**src/rtl/sar_converter_pkg.sv**
```systemverilog
// Constants, types and helper functions of the converter sequencer
// ----------------------------------------------------------------
// ----------------------------------------------------------------
package sar_converter_pkg;

	// ------------------------------------------------------------
	// Register map (word index, byte address is four times it)
	// ------------------------------------------------------------
	localparam int            ADDR_W          = 6;
	localparam logic [3:0]    IDX_RESULT_LOW  = 4'h4;
	localparam logic [3:0]    IDX_RESULT_HIGH = 4'h5;
	localparam logic [3:0]    IDX_CTRL_A      = 4'h6;
	localparam logic [3:0]    IDX_INPUT_SEL   = 4'h7;
	localparam int            CA_ENABLE       = 7;
	localparam int            CA_START        = 6;
	localparam int            CA_AUTO         = 5;
	localparam int            CA_DONE         = 4;
	localparam int            CA_IRQ_EN       = 3;
	localparam int            CA_FREE         = 0;
	localparam int            IS_W            = 11;
	localparam logic [10:0]   IS_RESET        = 11'h000;

	// ------------------------------------------------------------
	// Conversion and timing
	// ------------------------------------------------------------
	localparam int            RESULT_W        = 10;
	localparam logic [9:0]    FULL_SCALE      = 10'h3FF;
	localparam logic [9:0]    MSB_TRIAL       = 10'h200;
	localparam int            SAMPLE_TICKS    = 2;
	localparam int            SYS_CLK_HZ      = 125_000_000;
	localparam int            CONV_CLK_HZ     = 1_000_000;
	localparam int            CONV_DIV        = SYS_CLK_HZ / CONV_CLK_HZ;
	localparam logic [5:0]    LAST_SINGLE     = 6'h0A;
	localparam logic [5:0]    FIRST_SPECIAL   = 6'h1E;

	typedef enum logic [1:0] {
		CS_IDLE    = 2'b00,
		CS_SAMPLE  = 2'b01,
		CS_CONVERT = 2'b11,
		CS_FINISH  = 2'b10
	} conv_state_t;

	typedef enum logic [2:0] {
		REF_SUPPLY   = 3'h0,
		REF_EXTERNAL = 3'h1,
		REF_INT_1V1  = 3'h2,
		REF_INT_2V56 = 3'h4,
		REF_INT_2V56_DECOUPLED = 3'h5
	} ref_t;

	typedef enum logic [1:0] {
		GAIN_1X  = 2'h0,
		GAIN_8X  = 2'h1,
		GAIN_20X = 2'h2,
		GAIN_32X = 2'h3
	} gain_t;

	// Input select register image: bit 10 gain, 9 left adjust, 8:6 reference, 5:0 channel
	typedef struct packed {
		logic       gain_hi;
		logic       left_adj;
		logic [2:0] ref_sel;
		logic [5:0] chan;
	} sel_t;

	function automatic logic is_single_ended(input logic [5:0] chan);
		is_single_ended = (chan <= LAST_SINGLE);
	endfunction : is_single_ended

	function automatic logic int_ref_on(input logic [2:0] ref_sel);
		int_ref_on = (ref_sel == REF_INT_1V1) || (ref_sel == REF_INT_2V56) ||
			(ref_sel == REF_INT_2V56_DECOUPLED);
	endfunction : int_ref_on

	function automatic logic [1:0] gain_of(input sel_t sel);
		logic high;
		high = ~sel.chan[0];
		if (is_single_ended(sel.chan) || sel.chan >= FIRST_SPECIAL && sel.chan < 6'h20)
			gain_of = GAIN_1X;
		else
			gain_of = {high, sel.gain_hi};
	endfunction : gain_of

	function automatic logic [7:0] format_result(input logic [9:0] res, input logic left,
		input logic high);
		if (left)
			format_result = high ? res[9:2] : {res[1:0], 6'h00};
		else
			format_result = high ? {6'h00, res[9:8]} : res[7:0];
	endfunction : format_result

endpackage : sar_converter_pkg

```
**src/rtl/conv_clock_div.sv**
```systemverilog
// Converter clock divider: one tick pulse per converter clock rising edge
`timescale 1ns/1ps
module conv_clock_div #(
	parameter int DIV = 125
) (
	// Clock and reset
	input  wire logic clk,
	input  wire logic rst_b,
	// Control and tick
	input  wire logic run,
	output logic      tick
);
	logic [15:0] cnt_r;

	// ------------------------------------------------------------
	// Divider
	// ------------------------------------------------------------
	always_ff @(posedge clk) begin
		if (!rst_b || !run) begin
			cnt_r <= 16'h0000;
			tick  <= 1'b0;
		end else if (cnt_r == 16'(DIV - 1)) begin
			cnt_r <= 16'h0000;
			tick  <= 1'b1;
		end else begin
			cnt_r <= cnt_r + 16'h0001;
			tick  <= 1'b0;
		end
	end

endmodule : conv_clock_div

```
**src/rtl/sar_engine.sv**
```systemverilog
// Successive approximation sequencer: sample, ten bit decisions, finish
`timescale 1ns/1ps
module sar_engine
	import sar_converter_pkg::*;
(
	// Clock and reset
	input  wire logic        clk,
	input  wire logic        rst_b,
	// Control
	input  wire logic        tick,
	input  wire logic        start,
	input  wire logic        abort,
	input  wire logic        comp,
	// Status and analog drive
	output conv_state_t      state,
	output logic             lock,
	output logic             sample,
	output logic [9:0]       trial,
	output logic [9:0]       result,
	output logic             done
);
	logic [3:0] idx_r;
	logic [1:0] scnt_r;
	logic [9:0] kept;

	always_comb begin
		kept = trial;
		if (!comp)
			kept[idx_r] = 1'b0;
	end

	// ------------------------------------------------------------
	// Sequencer
	// ------------------------------------------------------------
	always_ff @(posedge clk) begin
		if (!rst_b || abort) begin
			state  <= CS_IDLE;
			lock   <= 1'b0;
			sample <= 1'b0;
			trial  <= 10'h000;
			idx_r  <= 4'h9;
			scnt_r <= 2'h0;
			done   <= 1'b0;
		end else begin
			done <= 1'b0;
			if (tick) begin
				case (state)
					CS_IDLE: if (start) begin
						state  <= CS_SAMPLE;
						lock   <= 1'b1;
						sample <= 1'b1;
						scnt_r <= 2'h0;
					end
					CS_SAMPLE: begin
						scnt_r <= scnt_r + 2'h1;
						if (scnt_r == 2'(SAMPLE_TICKS - 1)) begin
							state  <= CS_CONVERT;
							sample <= 1'b0;
							trial  <= MSB_TRIAL;
							idx_r  <= 4'h9;
						end
					end
					CS_CONVERT: begin
						// Comparator high keeps the bit; above reference yields all ones
						if (idx_r == 4'h0) begin
							state <= CS_FINISH;
							lock  <= 1'b0;
							trial <= kept;
						end else begin
							trial              <= kept | (10'h001 << (idx_r - 4'h1));
							idx_r              <= idx_r - 4'h1;
						end
					end
					CS_FINISH: begin
						state  <= CS_IDLE;
						result <= trial;
						done   <= 1'b1;
					end
					default: state <= CS_IDLE;
				endcase
			end
		end
	end

endmodule : sar_engine

```
**src/rtl/sar_converter_sequencer.sv**
```systemverilog
// Converter sequencer top: register slave, selection buffering, start control, results
//
// Implementation choice: the Avalon-MM register port.
`timescale 1ns/1ps
module sar_converter_sequencer
	import sar_converter_pkg::*;
#(
	parameter int DIV = CONV_DIV
) (
	// Clock and reset
	input  wire logic              MCLK,
	input  wire logic              RST_B,
	// Avalon-MM slave
	input  wire logic [ADDR_W-1:0] AVS_ADDRESS,
	input  wire logic              AVS_READ,
	input  wire logic              AVS_WRITE,
	input  wire logic [31:0]       AVS_WRITEDATA,
	input  wire logic [3:0]        AVS_BYTEENABLE,
	output logic [31:0]            AVS_READDATA,
	output logic                   AVS_WAITREQUEST,
	// Pins from outside
	input  wire logic              TRIG_IN,
	input  wire logic              COMP_IN,
	// Analog front-end control
	output logic [5:0]             CHANNEL_CODE,
	output logic [2:0]             REF_SEL,
	output logic [1:0]             GAIN_SEL,
	output logic                   SINGLE_ENDED,
	output logic                   INT_REF_ON,
	output logic                   SAMPLE_HOLD,
	output logic [9:0]             DAC_CODE,
	// Completion request
	output logic                   DONE_IRQ
);
	// ------------------------------------------------------------
	// Declarations
	// ------------------------------------------------------------
	sel_t        sel_stage_r;
	sel_t        sel_act_r;
	logic        en_r;
	logic        auto_r;
	logic        irq_en_r;
	logic        free_r;
	logic        start_r;
	logic        done_flag_r;
	logic        hold_r;
	logic [9:0]  result_r;
	logic        trig_s1_r;
	logic        trig_s2_r;
	logic        trig_s3_r;
	logic        comp_s1_r;
	logic        comp_s2_r;
	logic        trig_edge;
	logic        tick;
	logic        lock;
	logic        eng_done;
	logic [9:0]  eng_result;
	conv_state_t eng_state;
	logic        req;
	logic        ack;
	logic        wr_ack;
	logic        rd_ack;
	logic [3:0]  idx;
	logic [31:0] rd_nxt;
	logic        sw_start;
	logic        retrig;

	assign idx       = AVS_ADDRESS[5:2];
	assign req       = AVS_READ || AVS_WRITE;
	assign ack       = req && !AVS_WAITREQUEST;
	assign wr_ack    = ack && AVS_WRITE;
	assign rd_ack    = ack && AVS_READ;
	assign trig_edge = trig_s2_r && !trig_s3_r;

	// ------------------------------------------------------------
	// Pin synchronisers
	// ------------------------------------------------------------
	always_ff @(posedge MCLK) begin
		if (!RST_B) begin
			trig_s1_r <= 1'b0;
			trig_s2_r <= 1'b0;
			trig_s3_r <= 1'b0;
		end else begin
			trig_s1_r <= TRIG_IN;
			trig_s2_r <= trig_s1_r;
			trig_s3_r <= trig_s2_r;
		end
	end

	always_ff @(posedge MCLK) begin
		if (!RST_B) begin
			comp_s1_r <= 1'b0;
			comp_s2_r <= 1'b0;
		end else begin
			comp_s1_r <= COMP_IN;
			comp_s2_r <= comp_s1_r;
		end
	end

	// ------------------------------------------------------------
	// Bus handshake: one wait cycle, then waitrequest low for one cycle
	// ------------------------------------------------------------
	always_ff @(posedge MCLK) begin
		if (!RST_B)
			AVS_WAITREQUEST <= 1'b1;
		else if (req && AVS_WAITREQUEST)
			AVS_WAITREQUEST <= 1'b0;
		else
			AVS_WAITREQUEST <= 1'b1;
	end

	always_comb begin
		rd_nxt = 32'h0000_0000;
		case (idx)
			IDX_RESULT_LOW:  rd_nxt[7:0] = format_result(result_r, sel_stage_r.left_adj,
				1'b0);
			IDX_RESULT_HIGH: rd_nxt[7:0] = format_result(result_r, sel_stage_r.left_adj,
				1'b1);
			IDX_CTRL_A: begin
				rd_nxt[CA_ENABLE] = en_r;
				rd_nxt[CA_START]  = start_r;
				rd_nxt[CA_AUTO]   = auto_r;
				rd_nxt[CA_DONE]   = done_flag_r;
				rd_nxt[CA_IRQ_EN] = irq_en_r;
				rd_nxt[CA_FREE]   = free_r;
			end
			IDX_INPUT_SEL:   rd_nxt[IS_W-1:0] = sel_stage_r;
			default:         rd_nxt = 32'h0000_0000;
		endcase
	end

	always_ff @(posedge MCLK) begin
		if (!RST_B)
			AVS_READDATA <= 32'h0000_0000;
		else if (AVS_READ && AVS_WAITREQUEST)
			AVS_READDATA <= rd_nxt;
	end

	// ------------------------------------------------------------
	// Control register
	// ------------------------------------------------------------
	assign sw_start = wr_ack && idx == IDX_CTRL_A && AVS_BYTEENABLE[0] &&
		AVS_WRITEDATA[CA_START] && AVS_WRITEDATA[CA_ENABLE];
	assign retrig   = en_r && auto_r && (free_r ? eng_done : trig_edge);

	always_ff @(posedge MCLK) begin
		if (!RST_B) begin
			en_r     <= 1'b0;
			auto_r   <= 1'b0;
			irq_en_r <= 1'b0;
			free_r   <= 1'b0;
		end else if (wr_ack && idx == IDX_CTRL_A && AVS_BYTEENABLE[0]) begin
			en_r     <= AVS_WRITEDATA[CA_ENABLE];
			auto_r   <= AVS_WRITEDATA[CA_AUTO];
			irq_en_r <= AVS_WRITEDATA[CA_IRQ_EN];
			free_r   <= AVS_WRITEDATA[CA_FREE];
		end
	end

	// Start request stays set while the conversion runs; a new start wins over completion
	always_ff @(posedge MCLK) begin
		if (!RST_B)
			start_r <= 1'b0;
		else if (sw_start || retrig)
			start_r <= 1'b1;
		else if (!en_r || eng_done)
			start_r <= 1'b0;
	end

	// Done flag: write one clears it, a completion in the same cycle wins
	always_ff @(posedge MCLK) begin
		if (!RST_B)
			done_flag_r <= 1'b0;
		else if (eng_done)
			done_flag_r <= 1'b1;
		else if (wr_ack && idx == IDX_CTRL_A && AVS_BYTEENABLE[0] && AVS_WRITEDATA[CA_DONE])
			done_flag_r <= 1'b0;
	end

	always_ff @(posedge MCLK) begin
		if (!RST_B)
			DONE_IRQ <= 1'b0;
		else
			DONE_IRQ <= done_flag_r && irq_en_r;
	end

	// ------------------------------------------------------------
	// Selection staging and active copy
	// ------------------------------------------------------------
	always_ff @(posedge MCLK) begin
		if (!RST_B)
			sel_stage_r <= IS_RESET;
		else if (wr_ack && idx == IDX_INPUT_SEL) begin
			if (AVS_BYTEENABLE[0])
				sel_stage_r[7:0] <= AVS_WRITEDATA[7:0];
			if (AVS_BYTEENABLE[1])
				sel_stage_r[IS_W-1:8] <= AVS_WRITEDATA[IS_W-1:8];
		end
	end

	// Copy follows the stage whenever unlocked, so the next conversion sees the update
	always_ff @(posedge MCLK) begin
		if (!RST_B)
			sel_act_r <= IS_RESET;
		else if (!lock)
			sel_act_r <= sel_stage_r;
	end

	assign CHANNEL_CODE = sel_act_r.chan;
	assign REF_SEL      = sel_act_r.ref_sel;

	always_ff @(posedge MCLK) begin
		if (!RST_B) begin
			GAIN_SEL     <= GAIN_1X;
			SINGLE_ENDED <= 1'b1;
			INT_REF_ON   <= 1'b0;
		end else begin
			GAIN_SEL     <= gain_of(sel_act_r);
			SINGLE_ENDED <= is_single_ended(sel_act_r.chan);
			INT_REF_ON   <= int_ref_on(sel_act_r.ref_sel);
		end
	end

	// ------------------------------------------------------------
	// Converter clock and engine
	// ------------------------------------------------------------
	conv_clock_div #(
		.DIV   (DIV)
	) u_div (
		.clk   (MCLK),
		.rst_b (RST_B),
		.run   (en_r),
		.tick  (tick)
	);

	sar_engine u_eng (
		.clk    (MCLK),
		.rst_b  (RST_B),
		.tick   (tick),
		.start  (start_r),
		.abort  (!en_r),
		.comp   (comp_s2_r),
		.state  (eng_state),
		.lock   (lock),
		.sample (SAMPLE_HOLD),
		.trial  (DAC_CODE),
		.result (eng_result),
		.done   (eng_done)
	);

	// ------------------------------------------------------------
	// Result pair lock
	// ------------------------------------------------------------
	always_ff @(posedge MCLK) begin
		if (!RST_B)
			hold_r <= 1'b0;
		else if (rd_ack && idx == IDX_RESULT_LOW)
			hold_r <= 1'b1;
		else if (rd_ack && idx == IDX_RESULT_HIGH)
			hold_r <= 1'b0;
	end

	// A result finished while the pair is held is dropped
	always_ff @(posedge MCLK) begin
		if (!RST_B)
			result_r <= 10'h000;
		else if (eng_done && !hold_r)
			result_r <= eng_result;
	end
endmodule : sar_converter_sequencer

```
**config.mk**
```make
export PLATFORM = sky130hd
export DESIGN_NAME = sar_converter_sequencer
export DESIGN_NICKNAME = d
export VERILOG_FILES = /design/src/rtl/sar_converter_pkg.sv /design/src/rtl/conv_clock_div.sv /design/src/rtl/sar_engine.sv /design/src/rtl/sar_converter_sequencer.sv
export SDC_FILE = /design/constraint.sdc
export NUM_CORES = 1
export LEC_CHECK = 0
export BUFFER_PORTS_ARGS = -buffer_cell sky130_fd_sc_hd__buf_2
export CORE_ASPECT_RATIO = 1.25
export CORE_UTILIZATION = 49
export CTS_CLUSTER_SIZE = 25
export DETAILED_ROUTE_END_ITERATION = 8
export GPL_ROUTABILITY_DRIVEN = 0
export PLACE_DENSITY = 0.78
export REMOVE_ABC_BUFFERS = 1
export SLEW_MARGIN = 20
export SYNTH_ARGS = -nofsm -noshare
export SYNTH_HDL_FRONTEND = slang
export SYNTH_SLANG_ARGS = --single-unit
```
**constraint.sdc**
```tcl
create_clock -name MCLK -period 1.7 [get_ports MCLK]
set_input_delay 0.34 -clock MCLK [delete_from_list [all_inputs] [get_ports MCLK]]
set_output_delay 0.34 -clock MCLK [all_outputs]
set_load 0.05 [all_outputs]
```
==> metrics.log, run 1 <==
[metrics] number of cells traversed by the worst hold path: 2
[metrics] number of search-and-repair iterations in the first detailed-routing pass: 5
[metrics] sequential fraction of the synthesis area: 0.4622
[metrics] total power of the final layout: 4.780 mW
[metrics] post-layout net count: 638
[metrics] slack of the worst reg-to-reg path: 0.14 ns
[metrics] FMAX: 0.6413 GHz
[metrics] die extent in x: 91.40 um
[metrics] leading cell types by total area after synthesis: dfxtp_1 (40%), mux2i_1 (6.5%), edfxtp_1 (6.1%)
[metrics] count of cells resized by post-cts repair: 0
[metrics] endpoint with the worst hold slack: trig_s1_r
[metrics] Die Y-Extent: 113.7 um
[metrics] CTS tree: built
[metrics] ratio of cells with drive above 1 in the final layout: 0.1935
[metrics] number of setup buffers added after CTS: 0
[metrics] Initial DRC Count: 116
[metrics] total number of clock tree sinks: 108
[metrics] number of max-slew violations in the final report: 0
[metrics] post-detailed-route count of antenna-violating nets: 0
[metrics] fraction of registers with async set or reset after synthesis: 0
[metrics] slowest stage cell on the critical path: dfxtp_1
[metrics] final WL: 10.36 mm
[metrics] period utilisation layout: 0.9173
[metrics] commonest register cell after synthesis: dfxtp_1
[metrics] FF+latch count, synth: 108
[metrics] synthesis-to-layout area growth: 12.83%
[metrics] number of hold buffers added after CTS: 0
[metrics] clock-pin slew on the worst setup and hold paths: 0.07 ns
[metrics] Initial Util: 0.5067
[metrics] count of flip-flops with a built-in enable after synthesis: 10
[metrics] RSZ-0062 raised after global routing: no
[metrics] Slew @ Worst Pin: 0.5438 ns
[metrics] type of the worst setup path: reg2reg
[metrics] Post-Syn Instances: 525
[metrics] largest net degree at the start of global routing: 45
[metrics] placement-stage worst setup slack: 0.03851 ns
[metrics] count of cell types in the netlist: 60
[metrics] pwr dens: 865.5 nW/um^2
[metrics] library cell with the highest instance count after synthesis: dfxtp_1
[metrics] source-to-sink clock delay at the later pin of the worst-skew pair: 0.35 ns
[metrics] max capacitance violation total: 0
[metrics] critical path cell sequence: or2b_1 > nor3b_1 > o21ai_0 > a32o_2
[metrics] floorplan row count: 40
[metrics] total inserted antenna cells: 0
[metrics] Worst Hold Class: in2reg
[metrics] nature of the critical path endpoint: register
[metrics] overall routing resource usage: 0.2083
[metrics] Port-buffer cells: 59
[metrics] area share of the leading cell type in the synthesized netlist: 0.4008
[metrics] global-route wire length before repair: 17.09 mm
[metrics] DRC violation count after routing: 0
[metrics] status: finished clean
[metrics] reg-to-reg endpoint: u_eng.trial[6]
[metrics] clock period minus final worst setup slack: 1.559 ns
[metrics] Worst Min Path Start: TRIG_IN
[metrics] level count of the clock H-tree: 3
[metrics] FF-to-FF path depth: 4
[metrics] most frequent cells after synthesis: dfxtp_1 (98), nor2_1 (53), nand2_1 (43), a21oi_1 (40), mux2i_1 (32)
[metrics] aggregate global routing overflow: 0
[metrics] Die Footprint: 10400 um^2
[metrics] Worst Path Arrival: 1.80 ns
[metrics] Max Root-Sink Buffers: 2
[metrics] detailed placer's ending HPWL: 7.597 mm
[metrics] overall via count from detail_route: 3809
[metrics] Final Hold Viols: 0
[metrics] critical path launch point type: register
[metrics] post-synthesis instance area: 4895 um^2
[metrics] final setup slack of the worst path: 0.1405 ns
[metrics] total clock buffers created by CTS: 9
[metrics] worst reg2reg startpoint: u_eng.idx_r[2]
[metrics] count of final setup violators: 0
[metrics] initial antenna violation count: 0
[metrics] core footprint: 9659 um^2
[metrics] dominant cell type by area after synthesis: dfxtp_1
[metrics] vias per std cell: 5.365
[metrics] number of synthesis warnings: 0
[metrics] average wire per standard cell: 14.59 um
[metrics] Critical Path Max Stage Delay: 0.58 ns
[metrics] leakage: 2.159 nW
[metrics] syn avg cell area: 9.323 um^2
[metrics] number of global-route vias before repair: 3732
[metrics] Critical path buffers and inverters: 0
[metrics] maximum fanout count along the critical path: 10
[metrics] IO Count: 106
[metrics] buffer type at the clock tree root: clkbuf_16
[metrics] worst slew slack as a fraction of its limit: 0.6361
[metrics] dominant delay contributor by cell family on the critical path: flip-flops
[metrics] largest clock skew in the final design: 0.008872 ns
[metrics] maximum vdd drop: 0.0005530 V
[metrics] required arrival time at the worst endpoint: 1.94 ns
[metrics] worst setup path startpoint: u_eng.idx_r[2]
## cells in the final DEF (no fill, tap or decap), types with 12 or more instances in the layout
cell type | synthesis | routed
inv_1 | 13 | 13
xnor2_1 | 12 | 12
a21oi_1 | 40 | 40
conb_1 | 1 | 21
buf_4 | 31 | 20
mux2i_1 | 32 | 32
nor2_1 | 53 | 53
dfxtp_1 | 98 | 98
nand3_1 | 15 | 15
o21ai_0 | 18 | 18
nand2_1 | 43 | 43
buf_2 | 10 | 59
## report_power, final
| part | switching [mW] | internal (mW) |
|---|---|---|
| clock | 0.929 | 1.03 |
| sequential | 0.00828 | 2.57 |
| combinational | 0.186 | 0.0538 |
| total | 1.12 | 3.66 |
## worst max-delay path by stage
stage / end / slack (ns) / cells after the start
6_report: u_eng.trial[6] / 0.14 / 4
3_5_place_dp: sel_stage_r[2] / 0.04 / 6
3_3_place_gp: sel_stage_r[5] / 0.05 / 6
5_1_grt: u_eng.trial[4] / 0.03 / 6
2_1_floorplan: sel_stage_r[0] / -0.07 / 4
4_1_cts: u_eng.trial[8] / 0.12 / 6
## sequential cells by signal (all words and copies together), names as in the netlist, 2 cells and up
signal / cells
u_div.cnt_r: 16
AVS_READDATA: 11
sel_stage_r: 11
result_r: 10
u_eng.result: 10
u_eng.trial: 10
CHANNEL_CODE: 6
u_eng.idx_r: 4
REF_SEL: 3
GAIN_SEL: 2
u_eng.scnt_r: 2
u_eng.state: 2
## area by class of cell
class	instances	area (um^2)
Timing Repair Buffer	80	465.4
Inverter	14	52.55
Sequential cell	108	2262
Fill cell	862	4136
Clock buffer	10	239.0
Multi-Input combinational cell	367	2310
Clock inverter	5	36.28
Tap cell	126	157.7
## per-stage QoR
| stage | cells | TNS [ns] | hold WS, ns | area, um^2 | utilization |
|---|---|---|---|---|---|
| final | 710 | 0 | 0.2122 | 5523 | 0.5718 |
| after global routing | 710 | 0 | 0.2037 | 5523 | 0.5718 |
| after CTS | 710 | 0 | 0.1973 | 5520 | 0.5715 |
| after detailed placement | 695 | 0 | 0.4311 | 5245 | 0.5430 |
| after global placement | 695 | 0 | 0.4196 | 5245 | 0.5430 |
| after floorplan | 489 | -0.7186 | 0.4019 | 4622 | - |
## per-layer routing
metal,global-route usage,vias to the layer above,part of all wire
li1,-,1908,-
met1,0.2377,1765,0.41
met2,0.3614,117,0.51
met3,0.04667,19,0.048
met4,0.1132,0,0.027
met5,0,-,0
## logic make-up (layout without fill, tap and decap cells)
group           Yosys count  in the layout  share of synthesized area
fa+ha+maj                10             10                    0.02556
mux                      35             35                    0.07234
compound gates           95             95                     0.1245
buf+inv                  70            109                    0.08180
other cells               1             21                  0.0007661
flops                   108            108                     0.4622
simple gates            189            189                     0.2025
xor+xnor                 17             17                    0.03042
No activity file was read; power rests on OpenSTA's default activity.
==> run 2: changes to the inputs <==
- PLACE_DENSITY: 0.78 -> 0.77
==> run 2 against run 1 <==
Utilization grew 0.97 points; routed wire length grew 0.32%; clock power grew 23%; global-route usage shrank 0.58 points.
==> metrics.log, run 2 (synthesized netlist as in run 1, its figures left out) <==
[metrics] Worst Path Arrival: 1.84 ns
[metrics] worst reg2reg startpoint: u_eng.idx_r[1]
[metrics] number of hold buffers added after CTS: 0
[metrics] number of cells traversed by the worst hold path: 2
[metrics] worst slew slack as a fraction of its limit: 0.6253
[metrics] Port-buffer cells: 59
[metrics] post-detailed-route count of antenna-violating nets: 0
[metrics] post-layout net count: 640
[metrics] total number of clock tree sinks: 108
[metrics] status: finished clean
[metrics] Initial DRC Count: 155
[metrics] Initial Util: 0.5067
[metrics] slack of the worst reg-to-reg path: 0.09 ns
[metrics] CTS tree: built
[metrics] vias per std cell: 5.403
[metrics] number of setup buffers added after CTS: 0
[metrics] core footprint: 9659 um^2
[metrics] floorplan row count: 40
[metrics] die extent in x: 91.40 um
[metrics] Max Root-Sink Buffers: 2
[metrics] largest net degree at the start of global routing: 29
[metrics] critical path launch point type: register
[metrics] initial antenna violation count: 0
[metrics] FF-to-FF path depth: 6
[metrics] most frequent cells in the layout: dfxtp_1 (97), buf_2 (59), nor2_1 (53)
[metrics] maximum fanout count along the critical path: 5
[metrics] overall routing resource usage: 0.2025
[metrics] Hold WS: 0.2138 ns
[metrics] Slew @ Worst Pin: 0.5597 ns
[metrics] Die Footprint: 10400 um^2
[metrics] Final Hold Viols: 0
[metrics] endpoint with the worst hold slack: trig_s1_r
[metrics] total clock buffers created by CTS: 9
[metrics] cell total after placement: 697
[metrics] maximum vdd drop: 0.0004837 V
[metrics] type of the worst setup path: reg2reg
[metrics] leading cell type in the layout, fill and taps excluded: dfxtp_1
[metrics] level count of the clock H-tree: 3
[metrics] flip-flop count of the largest register after layout: 16
[metrics] clock-pin slew on the worst setup and hold paths: 0.07 ns
[metrics] number of search-and-repair iterations in the first detailed-routing pass: 6
[metrics] reg-to-reg endpoint: u_eng.trial[4]
[metrics] clock period minus final worst setup slack: 1.610 ns
[metrics] Int Power: 4.150 mW
[metrics] slowest stage cell on the critical path: dfxtp_1
[metrics] largest clock skew in the final design: 0.007858 ns
[metrics] FMAX: 0.6211 GHz
[metrics] pwr dens: 932.0 nW/um^2
[metrics] number of global-route vias before repair: 3601
[metrics] aggregate global routing overflow: 0
[metrics] leakage: 2.198 nW
[metrics] dominant delay contributor by cell family on the critical path: simple AND/OR/NAND/NOR gates
[metrics] Worst Hold Class: in2reg
[metrics] post-layout instance area: 5617 um^2
[metrics] Critical Path Max Stage Delay: 0.31 ns
[metrics] IO Count: 106
[metrics] register with the most flip-flops: u_div.cnt_r
[metrics] number of inserted filler cells in the final layout: 818
[metrics] standard cell area after detailed placement: 5248 um^2
[metrics] buffer type at the clock tree root: clkbuf_16
[metrics] global-route wire length before repair: 16.82 mm
[metrics] ratio of cells with drive above 1 in the final layout: 0.2014
[metrics] detailed placer's ending HPWL: 7.630 mm
[metrics] synthesis-to-layout area growth: 14.75%
[metrics] critical path cell sequence: inv_1 > ha_2 > nor2b_1 > and3_2 > o21ai_0 > a32o_1
[metrics] overall via count from detail_route: 3847
[metrics] final WL: 10.39 mm
[metrics] proportion of total power due to net switching: 0.2071
[metrics] Die Y-Extent: 113.7 um
[metrics] Sw Pwr: 1.084 mW
[metrics] Largest regs: u_div.cnt_r: 16 flops, AVS_READDATA: 11 flops, sel_stage_r: 11 flops
[metrics] total power of the final layout: 5.235 mW
[metrics] source-to-sink clock delay at the later pin of the worst-skew pair: 0.34 ns
[metrics] Critical path buffers and inverters: 1
[metrics] period utilisation layout: 0.9471
[metrics] max capacitance violation total: 0
[metrics] count of final setup violators: 0
[metrics] proportion of power drawn by flip-flops and latches: 0.492
[metrics] required arrival time at the worst endpoint: 1.93 ns
[metrics] average wire per standard cell: 14.60 um
[metrics] Worst Min Path Start: TRIG_IN
[metrics] nature of the critical path endpoint: register
[metrics] number of max-slew violations in the final report: 0
[metrics] total inserted antenna cells: 0
[metrics] Combinational Power Share: 0.046
[metrics] Clock Power Share: 0.462
[metrics] DRC violation count after routing: 0
[metrics] final std cells w/o fill: 712
run 2: how the worst max path moves through the flow:
stage,start,to,slack [ns],depth (start not counted)
final,u_eng.idx_r[1],u_eng.trial[4],0.09,6
after global routing,u_eng.scnt_r[1],u_eng.trial[1],-0.03,6
after global placement,AVS_ADDRESS[2],sel_stage_r[1],0.04,6
after CTS,u_eng.idx_r[1],u_eng.trial[4],0.09,6
after detailed placement,AVS_ADDRESS[2],sel_stage_r[4],0.02,6
after floorplan,AVS_WAITREQUEST,sel_stage_r[0],-0.07,4
run 2: repair_timing:
item / 4_1_cts / 5_1_grt
hold endpoints to repair: 0 / 0
setup endpoints to repair: 0 / 6
gates resized for setup: 0 / 4
run 2: final cells by class:
class	count	area, um^2	area share
multi-input cells	367	2320	0.4130
well taps	126	157.7	0.02807
flip-flops and latches	108	2263	0.4030
clock buffers	10	250.2	0.04455
clock inverters	5	105.1	0.01871
repair buffers	82	467.9	0.08331
inverters	14	52.55	0.009356
run 2: per-layer routing:
metal  wire (um)  GRT usage
met2        5349     0.3579
met3         487    0.03467
met5           0          0
met1        4221     0.2352
met4         333     0.1026
run 2: power groups by stage:
stage	logic (mW)	clock network [mW]	registers [mW]
finish	0.240	2.42	2.58
floorplan	0.148	0	2.64
detailed placement	0.237	0	2.64
global route	0.255	2.57	2.58
CTS	0.239	2.46	2.58
global placement	0.235	0	2.64
run 2: through the flow:
step	utilization	setup slack (ns)	setup TNS, ns
after global placement	0.5433	0.04438	0
final	0.5815	0.08995	0
after CTS	0.5801	0.08504	0
after global routing	0.5815	-0.03078	-0.06001
after floorplan	-	-0.07340	-0.7186
after detailed placement	0.5433	0.02284	0
